**src/core/sram_host_pkg.sv**
```systemverilog
// Constants shared by the static RAM access controller
package sram_host_pkg;
    // Geometry of the memory that is driven
    localparam int ADDR_W = 10;
    localparam int DATA_W = 4;
    // Access times in ns, from the slowest speed grade
    localparam int T_ACCESS_NS = 450;
    localparam int T_WRITE_NS = 250;
    localparam int T_DATA_SETUP_NS = 200;
    localparam int T_DESELECT_NS = 100;
    localparam int CLK_PERIOD_NS = 10;
    // Least times round up to whole cycles
    localparam int ACCESS_CYC = (T_ACCESS_NS + CLK_PERIOD_NS - 1) / CLK_PERIOD_NS;
    localparam int WRITE_CYC = (T_WRITE_NS + CLK_PERIOD_NS - 1) / CLK_PERIOD_NS;
    localparam int SETUP_CYC = (T_DATA_SETUP_NS + CLK_PERIOD_NS - 1) / CLK_PERIOD_NS;
    localparam int RELEASE_CYC = (T_DESELECT_NS + CLK_PERIOD_NS - 1) / CLK_PERIOD_NS;
    // Cycles of lag through the read data synchroniser
    localparam int SYNC_CYC = 3;
    localparam int CNT_W = 8;
    // Controller sequence, Gray coded along the usual path except the two-bit step from recover back to idle
    typedef enum logic [2:0]
    {
        ST_IDLE = 3'b000,
        ST_SETUP = 3'b001,
        ST_STROBE = 3'b011,
        ST_CAPTURE = 3'b010,
        ST_RECOVER = 3'b110
    } state_t;
endpackage

```
**src/core/sram_host.sv**
```systemverilog
// Host controller that reads and writes a 1K by 4 static RAM over its pins
// Notes on behaviour
// - Write starts with select and strobe low
// - Write ends when either line rises
// - Data held stable around terminating edge
// - Address stable before strobe falls, after rise
// - Read data valid after both access delays
`timescale 1ns/1ns
module sram_host
(
    // Clock and reset
    input wire logic i_clk_sys,
    input wire logic i_rst,
    // Request port
    input wire logic i_req,
    input wire logic i_req_write,
    input wire logic [sram_host_pkg::ADDR_W-1:0] i_req_addr,
    input wire logic [sram_host_pkg::DATA_W-1:0] i_req_wdata,
    output logic o_busy,
    output logic o_done,
    output logic [sram_host_pkg::DATA_W-1:0] o_rdata,
    // Memory pins
    output logic [sram_host_pkg::ADDR_W-1:0] o_mem_addr,
    output logic o_mem_cs_n,
    output logic o_mem_we_n,
    output logic [sram_host_pkg::DATA_W-1:0] o_mem_dq,
    output logic o_mem_dq_oe,
    input wire logic [sram_host_pkg::DATA_W-1:0] i_mem_dq
);

    sram_host_pkg::state_t state_reg, state_next;
    logic [sram_host_pkg::CNT_W-1:0] cnt_reg, cnt_next;
    logic write_reg, write_next;
    logic busy_reg, busy_next;
    logic done_reg, done_next;
    logic [sram_host_pkg::DATA_W-1:0] rdata_reg, rdata_next;
    logic [sram_host_pkg::ADDR_W-1:0] addr_reg, addr_next;
    logic cs_n_reg, cs_n_next;
    logic we_n_reg, we_n_next;
    logic [sram_host_pkg::DATA_W-1:0] dq_reg, dq_next;
    logic dq_oe_reg, dq_oe_next;
    logic [sram_host_pkg::DATA_W-1:0] dq_s1_reg, dq_s2_reg, dq_s3_reg;

    ////////////////////////////////////////////////////////////////////////////
    // Read data synchroniser, three stages; only s2 and s3 are compared
    always_ff @(posedge i_clk_sys or posedge i_rst)
    begin
        if (i_rst)
        begin
            dq_s1_reg <= '0;
            dq_s2_reg <= '0;
            dq_s3_reg <= '0;
        end
        else
        begin
            dq_s1_reg <= i_mem_dq;
            dq_s2_reg <= dq_s1_reg;
            dq_s3_reg <= dq_s2_reg;
        end
    end

    ////////////////////////////////////////////////////////////////////////////
    // Sequencer next state
    always_comb
    begin
        state_next = state_reg;
        cnt_next = cnt_reg;
        write_next = write_reg;
        busy_next = busy_reg;
        done_next = 1'b0;
        rdata_next = rdata_reg;
        addr_next = addr_reg;
        cs_n_next = cs_n_reg;
        we_n_next = we_n_reg;
        dq_next = dq_reg;
        dq_oe_next = dq_oe_reg;
        case (state_reg)
            sram_host_pkg::ST_IDLE:
            begin
                if (i_req)
                begin
                    // Address set a cycle before any strobe falls
                    addr_next = i_req_addr;
                    write_next = i_req_write;
                    dq_next = i_req_wdata;
                    busy_next = 1'b1;
                    cnt_next = '0;
                    state_next = sram_host_pkg::ST_SETUP;
                end
            end
            sram_host_pkg::ST_SETUP:
            begin
                // Select drops with the strobe; for writes both go low together
                cs_n_next = 1'b0;
                we_n_next = ~write_reg;
                dq_oe_next = write_reg;
                state_next = sram_host_pkg::ST_STROBE;
            end
            sram_host_pkg::ST_STROBE:
            begin
                cnt_next = cnt_reg + 1'b1;
                // Write strobe stays low until the count passes WRITE_CYC, with no sync lag added
                if (write_reg && cnt_reg >= sram_host_pkg::CNT_W'(sram_host_pkg::WRITE_CYC))
                begin
                    we_n_next = 1'b1;
                    state_next = sram_host_pkg::ST_CAPTURE;
                end
                // Read word counts only once the last two stages agree
                else if (!write_reg && dq_s2_reg == dq_s3_reg &&
                         cnt_reg >= sram_host_pkg::CNT_W'(sram_host_pkg::ACCESS_CYC
                                                          + sram_host_pkg::SYNC_CYC))
                begin
                    rdata_next = dq_s3_reg;
                    cs_n_next = 1'b1;
                    state_next = sram_host_pkg::ST_CAPTURE;
                end
            end
            sram_host_pkg::ST_CAPTURE:
            begin
                // Data and address held one cycle past the rising strobe
                cs_n_next = 1'b1;
                dq_oe_next = 1'b0;
                cnt_next = '0;
                state_next = sram_host_pkg::ST_RECOVER;
            end
            sram_host_pkg::ST_RECOVER:
            begin
                // Let the device release the bus before another access
                cnt_next = cnt_reg + 1'b1;
                if (cnt_reg >= sram_host_pkg::CNT_W'(sram_host_pkg::RELEASE_CYC))
                begin
                    busy_next = 1'b0;
                    done_next = 1'b1;
                    state_next = sram_host_pkg::ST_IDLE;
                end
            end
            default:
            begin
                state_next = sram_host_pkg::ST_IDLE;
            end
        endcase
    end

    // Sequencer registers
    always_ff @(posedge i_clk_sys or posedge i_rst)
    begin
        if (i_rst)
        begin
            state_reg <= sram_host_pkg::ST_IDLE;
            cnt_reg <= '0;
            write_reg <= 1'b0;
            busy_reg <= 1'b0;
            done_reg <= 1'b0;
            rdata_reg <= '0;
            addr_reg <= '0;
            cs_n_reg <= 1'b1;
            we_n_reg <= 1'b1;
            dq_reg <= '0;
            dq_oe_reg <= 1'b0;
        end
        else
        begin
            state_reg <= state_next;
            cnt_reg <= cnt_next;
            write_reg <= write_next;
            busy_reg <= busy_next;
            done_reg <= done_next;
            rdata_reg <= rdata_next;
            addr_reg <= addr_next;
            cs_n_reg <= cs_n_next;
            we_n_reg <= we_n_next;
            dq_reg <= dq_next;
            dq_oe_reg <= dq_oe_next;
        end
    end

    // Outputs straight from flops
    assign o_busy = busy_reg;
    assign o_done = done_reg;
    assign o_rdata = rdata_reg;
    assign o_mem_addr = addr_reg;
    assign o_mem_cs_n = cs_n_reg;
    assign o_mem_we_n = we_n_reg;
    assign o_mem_dq = dq_reg;
    assign o_mem_dq_oe = dq_oe_reg;

    ////////////////////////////////////////////////////////////////////////////
    // Checks on the pin sequence
    property p_write_needs_select;
        @(posedge i_clk_sys) disable iff (i_rst)
        !o_mem_we_n |-> !o_mem_cs_n;
    endproperty
    a_write_needs_select: assert property (p_write_needs_select)
        else $error("strobe low without select");

    property p_addr_stable;
        @(posedge i_clk_sys) disable iff (i_rst)
        (!o_mem_cs_n || !$past(o_mem_cs_n)) |-> $stable(o_mem_addr);
    endproperty
    a_addr_stable: assert property (p_addr_stable)
        else $error("address moved during access");

    property p_data_hold;
        @(posedge i_clk_sys) disable iff (i_rst)
        $rose(o_mem_we_n) |-> o_mem_dq_oe && $stable(o_mem_dq) ##1 $stable(o_mem_dq);
    endproperty
    a_data_hold: assert property (p_data_hold)
        else $error("write data not held at strobe rise");

    property p_write_len;
        @(posedge i_clk_sys) disable iff (i_rst)
        $fell(o_mem_we_n) |-> !o_mem_we_n [*8];
    endproperty
    a_write_len: assert property (p_write_len)
        else $error("write pulse too short");

    property p_read_no_drive;
        @(posedge i_clk_sys) disable iff (i_rst)
        // The cycle after the strobe rises still holds write data on purpose
        (o_mem_we_n && $past(o_mem_we_n) && !o_mem_cs_n) |-> !o_mem_dq_oe;
    endproperty
    a_read_no_drive: assert property (p_read_no_drive)
        else $error("host drives bus during read");

    property p_done_after;
        @(posedge i_clk_sys) disable iff (i_rst)
        (state_reg == sram_host_pkg::ST_SETUP) |-> ##[3:80] o_done;
    endproperty
    a_done_after: assert property (p_done_after)
        else $error("access did not finish in time");

    property p_released;
        @(posedge i_clk_sys) disable iff (i_rst)
        o_done |-> o_mem_cs_n && o_mem_we_n && !o_mem_dq_oe;
    endproperty
    a_released: assert property (p_released)
        else $error("pins not idle at completion");

    property p_idle_pins;
        @(posedge i_clk_sys) disable iff (i_rst)
        !o_busy |-> o_mem_cs_n;
    endproperty
    a_idle_pins: assert property (p_idle_pins)
        else $error("select low while idle");

    c_write: cover property (@(posedge i_clk_sys) $rose(o_mem_we_n));
    c_read: cover property (@(posedge i_clk_sys) o_done && !write_reg);
    c_back: cover property (@(posedge i_clk_sys) o_done && i_req);

endmodule

```
**config.mk**
```make
export PLATFORM = sky130hd
export DESIGN_NAME = sram_host
export DESIGN_NICKNAME = d
export VERILOG_FILES = /design/src/core/sram_host_pkg.sv /design/src/core/sram_host.sv
export SDC_FILE = /design/constraint.sdc
export NUM_CORES = 1
export LEC_CHECK = 0
export BUFFER_PORTS_ARGS = -buffer_cell sky130_fd_sc_hd__buf_2
export CAP_MARGIN = 20
export CORE_MARGIN = 4
export CORE_UTILIZATION = 50
export DETAILED_ROUTE_END_ITERATION = 8
export GPL_TIMING_DRIVEN = 0
export PLACE_DENSITY = 0.73
export SETUP_SLACK_MARGIN = 0.4
export SLEW_MARGIN = 20
export SYNTH_ARGS = -nofsm -noshare
export SYNTH_HDL_FRONTEND = slang
export SYNTH_SLANG_ARGS = --single-unit
```
**constraint.sdc**
```tcl
create_clock -name i_clk_sys -period 4.95 [get_ports i_clk_sys]
set_input_delay 0.495 -clock i_clk_sys [delete_from_list [all_inputs] [get_ports i_clk_sys]]
set_output_delay 0.495 -clock i_clk_sys [all_outputs]
set_load 0.02 [all_outputs]
```
==> results.py, run 1 <==
metrics = {
    "critical_path": {
        "crit_path_end_kind": "register",
        "cp_cell_sequence": "inv_1, ha_1, nor3b_1, o22a_1, nand2_1, nor4_4, mux2_2",
        "worst_ep_arrival_time_ns": 2.27,
        "reg2regPathDepth": 7,
        "critPathRequiredTime_ns": 5.13,
        "path_max_fanout": 5,
        "path_class": "register to register",
        "crit_slowest_cell": "dfrtp_1",
        "critPathLaunchType": "register",
        "slowest_delay_ns": 0.41,
    },
    "route": {
        "drt-initial-drc-count": 92,
        "drc": 0,
        "vias_per_cell": 5.421,
        "dr_total_vias": 1404,
        "wl_per_cell_um": 14.74,
        "first_pass_iters": 4,
        "routed_wl_mm": 3.818,
        "ant_nets": 0,
    },
    "floorplanning": {
        "num_rows": 22,
        "initial_core_util": 0.5287,
        "coreArea_um2": 3744,
        "fp.dieW_um": 70.92,
        "die_h_um": 70.92,
        "die-area_um2": 5030,
        "io_pins": 45,
    },
    "synth": {
        "synth_seq_cells": 47,
        "postSynthAreaPerCell_um2": 12.53,
        "syn_nets": 183,
        "yosysWarnings": 0,
        "netlist_area_um2": 1979,
        "yosysUniqueCellTypes": 34,
        "synthCells": 158,
        "yosysSeqAreaShare": 0.5954,
    },
    "placed_design": {
        "numPortBuffers": 44,
        "gp_congestion": 0.8720,
        "dp_slack_ns": 2.868,
        "dpl.cell_count": 251,
        "hpwlAfterDp_mm": 2.901,
    },
    "final_layout": {
        "layout.cells.non_filler": 259,
        "fillers": 318,
        "area_growth_pct": 21.30,
        "largest_register_ffs": 10,
        "mostFrequentLayoutCells": "buf_2, dfrtp_1, mux2_2, nor2_1, inv_1",
        "n_antenna_cell": 0,
        "final_nets": 235,
        "drive_gt1_frac": 0.3886,
    },
    "sta": {
        "layout_setup_ws_ns": 2.864,
        "fin_tns_setup_ns": 0,
        "max_freq_mhz": 479.3,
        "clock_skew_ns": 0.007768,
        "period_share": 0.4215,
        "relSlewSlack": 0.5663,
        "slew_violations": 0,
        "max_slew.worst_pin.slew_ns": 0.6471,
        "grt_setup_unrepaired": "false",
        "setup_viol": 0,
        "final.min_clock_period_ns": 2.086,
        "finalHoldViolCount": 0,
    },
    "clock_tree": {
        "clock_path_buffers": 2,
        "post_cts_buffers": 0,
        "ctsResizeCount": 0,
        "cts_root_buf": "clkbuf_8",
        "worstSkewPairLatency_ns": 0.29,
        "cts_buffers": 5,
        "clkSinkCount": 47,
        "postCtsHoldBufs": 0,
        "clk_pin_slew_ns": 0.08,
        "cts_htree_levels": 2,
        "tritoncts": "done",
    },
    "global_route": {
        "grt_max_degree": 30,
        "grt_use_total": 0.1693,
        "gr-total-overflow": 0,
        "antenna_found_initial": 0,
        "grt_pass1_vias": 1428,
        "grt_pass1_wl_mm": 6.651,
    },
    "outcome": {
        "status": "finished, final reports clean",
    },
    "worst_hold_path": {
        "hp-class": "primary input to async pin",
    },
    "power_and_ir_drop": {
        "power.density_nw_per_um2": 582.2,
        "p_leak_uw": 0.001123,
        "ir_worst_vdd_mv": 0.3446,
        "p_total_uw": 1398,
    },
    "flow_run": {
        "max_cap_violations": 0,
    },
}
-- through the flow --
step                hold slack, ns  utilization  area [µm²]
floorplan                   0.3312            -        1979
global placement            0.3322       0.6036        2260
detailed placement          0.3355       0.6090        2280
CTS                         0.1909       0.6414        2401
global route                0.2124       0.6414        2401
finish                      0.1883       0.6414        2401
-- power breakdown --
part           internal (µW)  total, µW  switching [µW]
Clock                    166        289             123
Sequential               496        572            75.9
Combinational            208        537             329
-- cell type report --
| class | count | area, µm² | share of cell area |
|---|---|---|---|
| tap | 48 | 60.06 | 0.02501 |
| sequential | 47 | 1179 | 0.4909 |
| multi-input combinational | 96 | 739.5 | 0.3080 |
| timing repair buffer | 45 | 240.2 | 0.1001 |
| buffer | 4 | 20.02 | 0.008338 |
| clock buffer | 6 | 82.58 | 0.03439 |
| inverter | 11 | 41.29 | 0.01720 |
| clock inverter | 2 | 38.79 | 0.01615 |
-- synthesized netlist by cell type --
| library cell | instances | share of area |
|---|---|---|
| nand3_1 | 3 | 0.0076 |
| dfstp_2 | 2 | 0.027 |
| nor4_2 | 1 | 0.0063 |
| nand2_1 | 7 | 0.013 |
| a211oi_1 | 6 | 0.023 |
| a22oi_1 | 1 | 0.0038 |
| nand3b_1 | 1 | 0.0038 |
| nand2b_4 | 1 | 0.0070 |
| o22ai_1 | 2 | 0.0063 |
| nor3b_1 | 1 | 0.0038 |
| a311oi_1 | 1 | 0.0044 |
| buf_2 | 1 | 0.0025 |
| buf_4 | 1 | 0.0038 |
| xnor2_1 | 6 | 0.027 |
| clkbuf_1 | 2 | 0.0038 |
| dfrtp_1 | 45 | 0.57 |
| mux2_2 | 18 | 0.10 |
| xor2_1 | 3 | 0.013 |
| inv_1 | 11 | 0.021 |
| a31oi_1 | 1 | 0.0032 |
| a2111oi_4 | 1 | 0.014 |
| o21bai_1 | 1 | 0.0038 |
| a2bb2oi_1 | 1 | 0.0044 |
| ha_1 | 3 | 0.019 |
| nor3_1 | 3 | 0.0076 |
| nor2_1 | 15 | 0.028 |
| nor4_4 | 1 | 0.011 |
| a21oi_1 | 7 | 0.018 |
| nor3_2 | 1 | 0.0051 |
| maj3_1 | 2 | 0.010 |
| a21o_1 | 1 | 0.0038 |
| o22a_1 | 1 | 0.0044 |
| o21ai_0 | 6 | 0.015 |
| nand3_2 | 1 | 0.0051 |
-- metal layers --
layer / track usage / routed length (µm)
met3: 0.04830 / 246
met1: 0.2099 / 1572
met2: 0.2822 / 1961
met4: 0.06263 / 38
met5: 0 / 0
-- cells by family after synthesis --
family	after synthesis	synth area share
adders and majority gates	5	0.02908
AOI/OAI and AO/OA	29	0.1037
DFF	47	0.5954
and+or+nand+nor	35	0.09861
buffers and inverters	15	0.03097
muxes	18	0.1024
xor gates and xnor gates	9	0.03983
-- path summary, 6_finish.rpt --
kind	startpoint	end	slack, ns
worst max register to register	cnt_reg[1]	o_rdata[0]	2.86
max in group asynchronous	i_rst	o_mem_we_n	4.20
worst min-delay path	i_rst	dq_s1_reg[1]	0.19
min in group i_clk_sys	i_mem_dq[2]	dq_s1_reg[2]	0.30
worst max-delay path	cnt_reg[1]	o_rdata[0]	2.86
worst min register to register	dq_s1_reg[1]	dq_s2_reg[1]	0.35
-- worst max-delay path: cells and delay by family (launching register included) --
kind	cells	cell delay, ns
flops	1	0.41
compound gates	1	0.21
fa+ha+maj	1	0.18
buf+inv	1	0.08
mux	1	0.38
simple gates	3	0.71
Power figures use the tool's default switching activity.
==> run 2, diff against run 1 <==
Clock period 4.95 ns to 2 ns, I/O delays scaled along.
==> results.py, run 2 (same netlist as run 1, synthesis figures left out) <==
metrics = {
    "outcome": {
        "status": "finished, final reports clean",
    },
    "critical_path": {
        "path_class": "register to register",
        "r2r-start": "cnt_reg[0]",
        "path_max_fanout": 4,
        "crit_slowest_cell": "dfrtp_1",
        "critPathLaunchType": "register",
        "worst_ep_arrival_time_ns": 2.07,
        "crit_path_end_kind": "register",
        "reg2reg_to": "o_rdata[2]",
        "regToRegSetupSlack_ns": 0.11,
        "crit_buf_inv": 1,
        "critical-path-top-delay-family": "simple AND/OR/NAND/NOR gates",
        "slowest_delay_ns": 0.42,
        "critPathRequiredTime_ns": 2.18,
        "cp_cell_sequence": "ha_2, nor3b_4, o22a_1, nand2_2, nor4_4, buf_6, mux2_4",
        "reg2regPathDepth": 7,
    },
    "sta": {
        "max_freq_mhz": 530.1,
        "relSlewSlack": 0.7025,
        "max_slew.worst_pin.slew_ns": 0.4462,
        "setup_viol": 0,
        "grt_setup_unrepaired": "true",
        "period_share": 0.9432,
        "clock_skew_ns": 0.01069,
        "finalHoldViolCount": 0,
        "final.min_clock_period_ns": 1.886,
        "layout_setup_ws_ns": 0.1136,
        "slew_violations": 0,
        "fin_tns_setup_ns": 0,
        "hold_slack_ns": 0.1080,
    },
    "route": {
        "first_pass_iters": 4,
        "ant_nets": 0,
        "dr_total_vias": 1480,
        "vias_per_cell": 5.362,
        "routed_wl_mm": 4.228,
        "wl_per_cell_um": 15.32,
        "drc": 0,
        "drt-initial-drc-count": 98,
    },
    "global_route": {
        "grt_max_degree": 30,
        "antenna_found_initial": 0,
        "grt_pass1_wl_mm": 6.920,
        "grt_use_total": 0.1755,
        "grt_pass1_vias": 1477,
        "gr-total-overflow": 0,
    },
    "placed_design": {
        "gp_congestion": 0.8650,
        "dpl.cell_count": 251,
        "dp_slack_ns": -0.03639,
        "numPortBuffers": 44,
        "hpwlAfterDp_mm": 2.796,
    },
    "floorplanning": {
        "num_rows": 22,
        "io_pins": 45,
        "die-area_um2": 5030,
        "coreArea_um2": 3744,
        "die_h_um": 70.92,
        "fp.dieW_um": 70.92,
        "initial_core_util": 0.5287,
    },
    "clock_tree": {
        "cts_buffers": 5,
        "clk_pin_slew_ns": 0.09,
        "tritoncts": "done",
        "clock_path_buffers": 2,
        "cts_htree_levels": 2,
        "cts_root_buf": "clkbuf_8",
        "clkSinkCount": 47,
        "worstSkewPairLatency_ns": 0.30,
    },
    "final_layout": {
        "n_antenna_cell": 0,
        "largest_register_ffs": 10,
        "final_nets": 252,
        "seq_area_um2": 1181,
        "final_common_cell": "buf_2",
        "multiInputGateArea_um2": 804.5,
        "area_growth_pct": 32.49,
        "fillers": 281,
        "drive_gt1_frac": 0.4649,
        "layout.cells.non_filler": 276,
        "mostFrequentLayoutCells": "buf_2, dfrtp_1, nor2_1, mux2_2, buf_4",
    },
    "worst_hold_path": {
        "hold_end": "write_reg",
        "hp-class": "primary input to register",
        "min_path_cells": 3,
        "hold_start": "i_req_write",
    },
    "power_and_ir_drop": {
        "power.density_nw_per_um2": 1447,
        "ir_worst_vdd_mv": 1.191,
        "p_leak_uw": 0.001204,
        "p_total_uw": 3794,
    },
    "flow_run": {
        "max_cap_violations": 0,
    },
}
-- run 2: cell types whose count changed in the layout (fill, tap and decap cells not counted), moves of 3 or more --
cell,change
dlygate4sd3_1,+5
buf_4,+11
inv_1,-3
mux2_2,-4
mux2_4,+4
-- run 2: where the power goes --
part	switching [µW]	internal [µW]	leakage, µW	total (µW)
clock	318	411	0.0000618	729
sequential	184	1230	0.000574	1410
combinational	930	721	0.000568	1650
-- run 2: worst max path at each step --
stage | from | end | slack, ns | depth (start not counted)
global route | cnt_reg[0] | o_rdata[3] | 0.04 | 7
finish | cnt_reg[0] | o_rdata[2] | 0.11 | 7
detailed placement | cnt_reg[1] | o_rdata[1] | -0.04 | 7
CTS | cnt_reg[0] | o_rdata[2] | 0.13 | 7
global placement | cnt_reg[0] | o_rdata[0] | 0.01 | 7
floorplan | cnt_reg[0] | o_rdata[0] | 0.26 | 6
-- run 2: layer usage --
layer | track usage | share of wire
met1 | 0.2217 | 0.40
met4 | 0.07516 | 0.019
met5 | 0 | 0
met3 | 0.03693 | 0.068
met2 | 0.2925 | 0.52
-- run 2: timing repair --
action | 4_1_cts | 5_1_grt
setup endpoints to repair | 21 | 17
pin swaps | 7 | 4
hold endpoints to repair | 22 | 0
hold buffers | 5 | 0
resized for setup | 15 | 8
buffers inserted | 5 | 7
-- run 2: through the flow --
stage / instance area (µm²) / util
after detailed placement: 2280 / 0.6090
after CTS: 2547 / 0.6805
after global routing: 2623 / 0.7005
after global placement: 2260 / 0.6036
after floorplan: 1979 / -
final: 2623 / 0.7005
-- run 2: worst reg2reg max path: cells and delay by family, from the launching register on --
| kind | cells | cell delay [ns] |
|---|---|---|
| AO/OA/AOI/OAI | 1 | 0.18 |
| adder cells (fa/ha/maj) | 1 | 0.21 |
| buffers and inverters | 1 | 0.17 |
| flip-flops | 1 | 0.42 |
| multiplexers | 1 | 0.30 |
| AND/OR/NAND/NOR | 3 | 0.49 |
-- run 2: cell type report --
type,instances,share of cell area
Buffer,4,0.01002
Clock buffer,6,0.03149
Clock inverter,2,0.01479
Inverter,11,0.01718
Multi-Input combinational cell,96,0.3068
Sequential cell,47,0.4504
Tap cell,48,0.02290
Timing Repair Buffer,62,0.1465
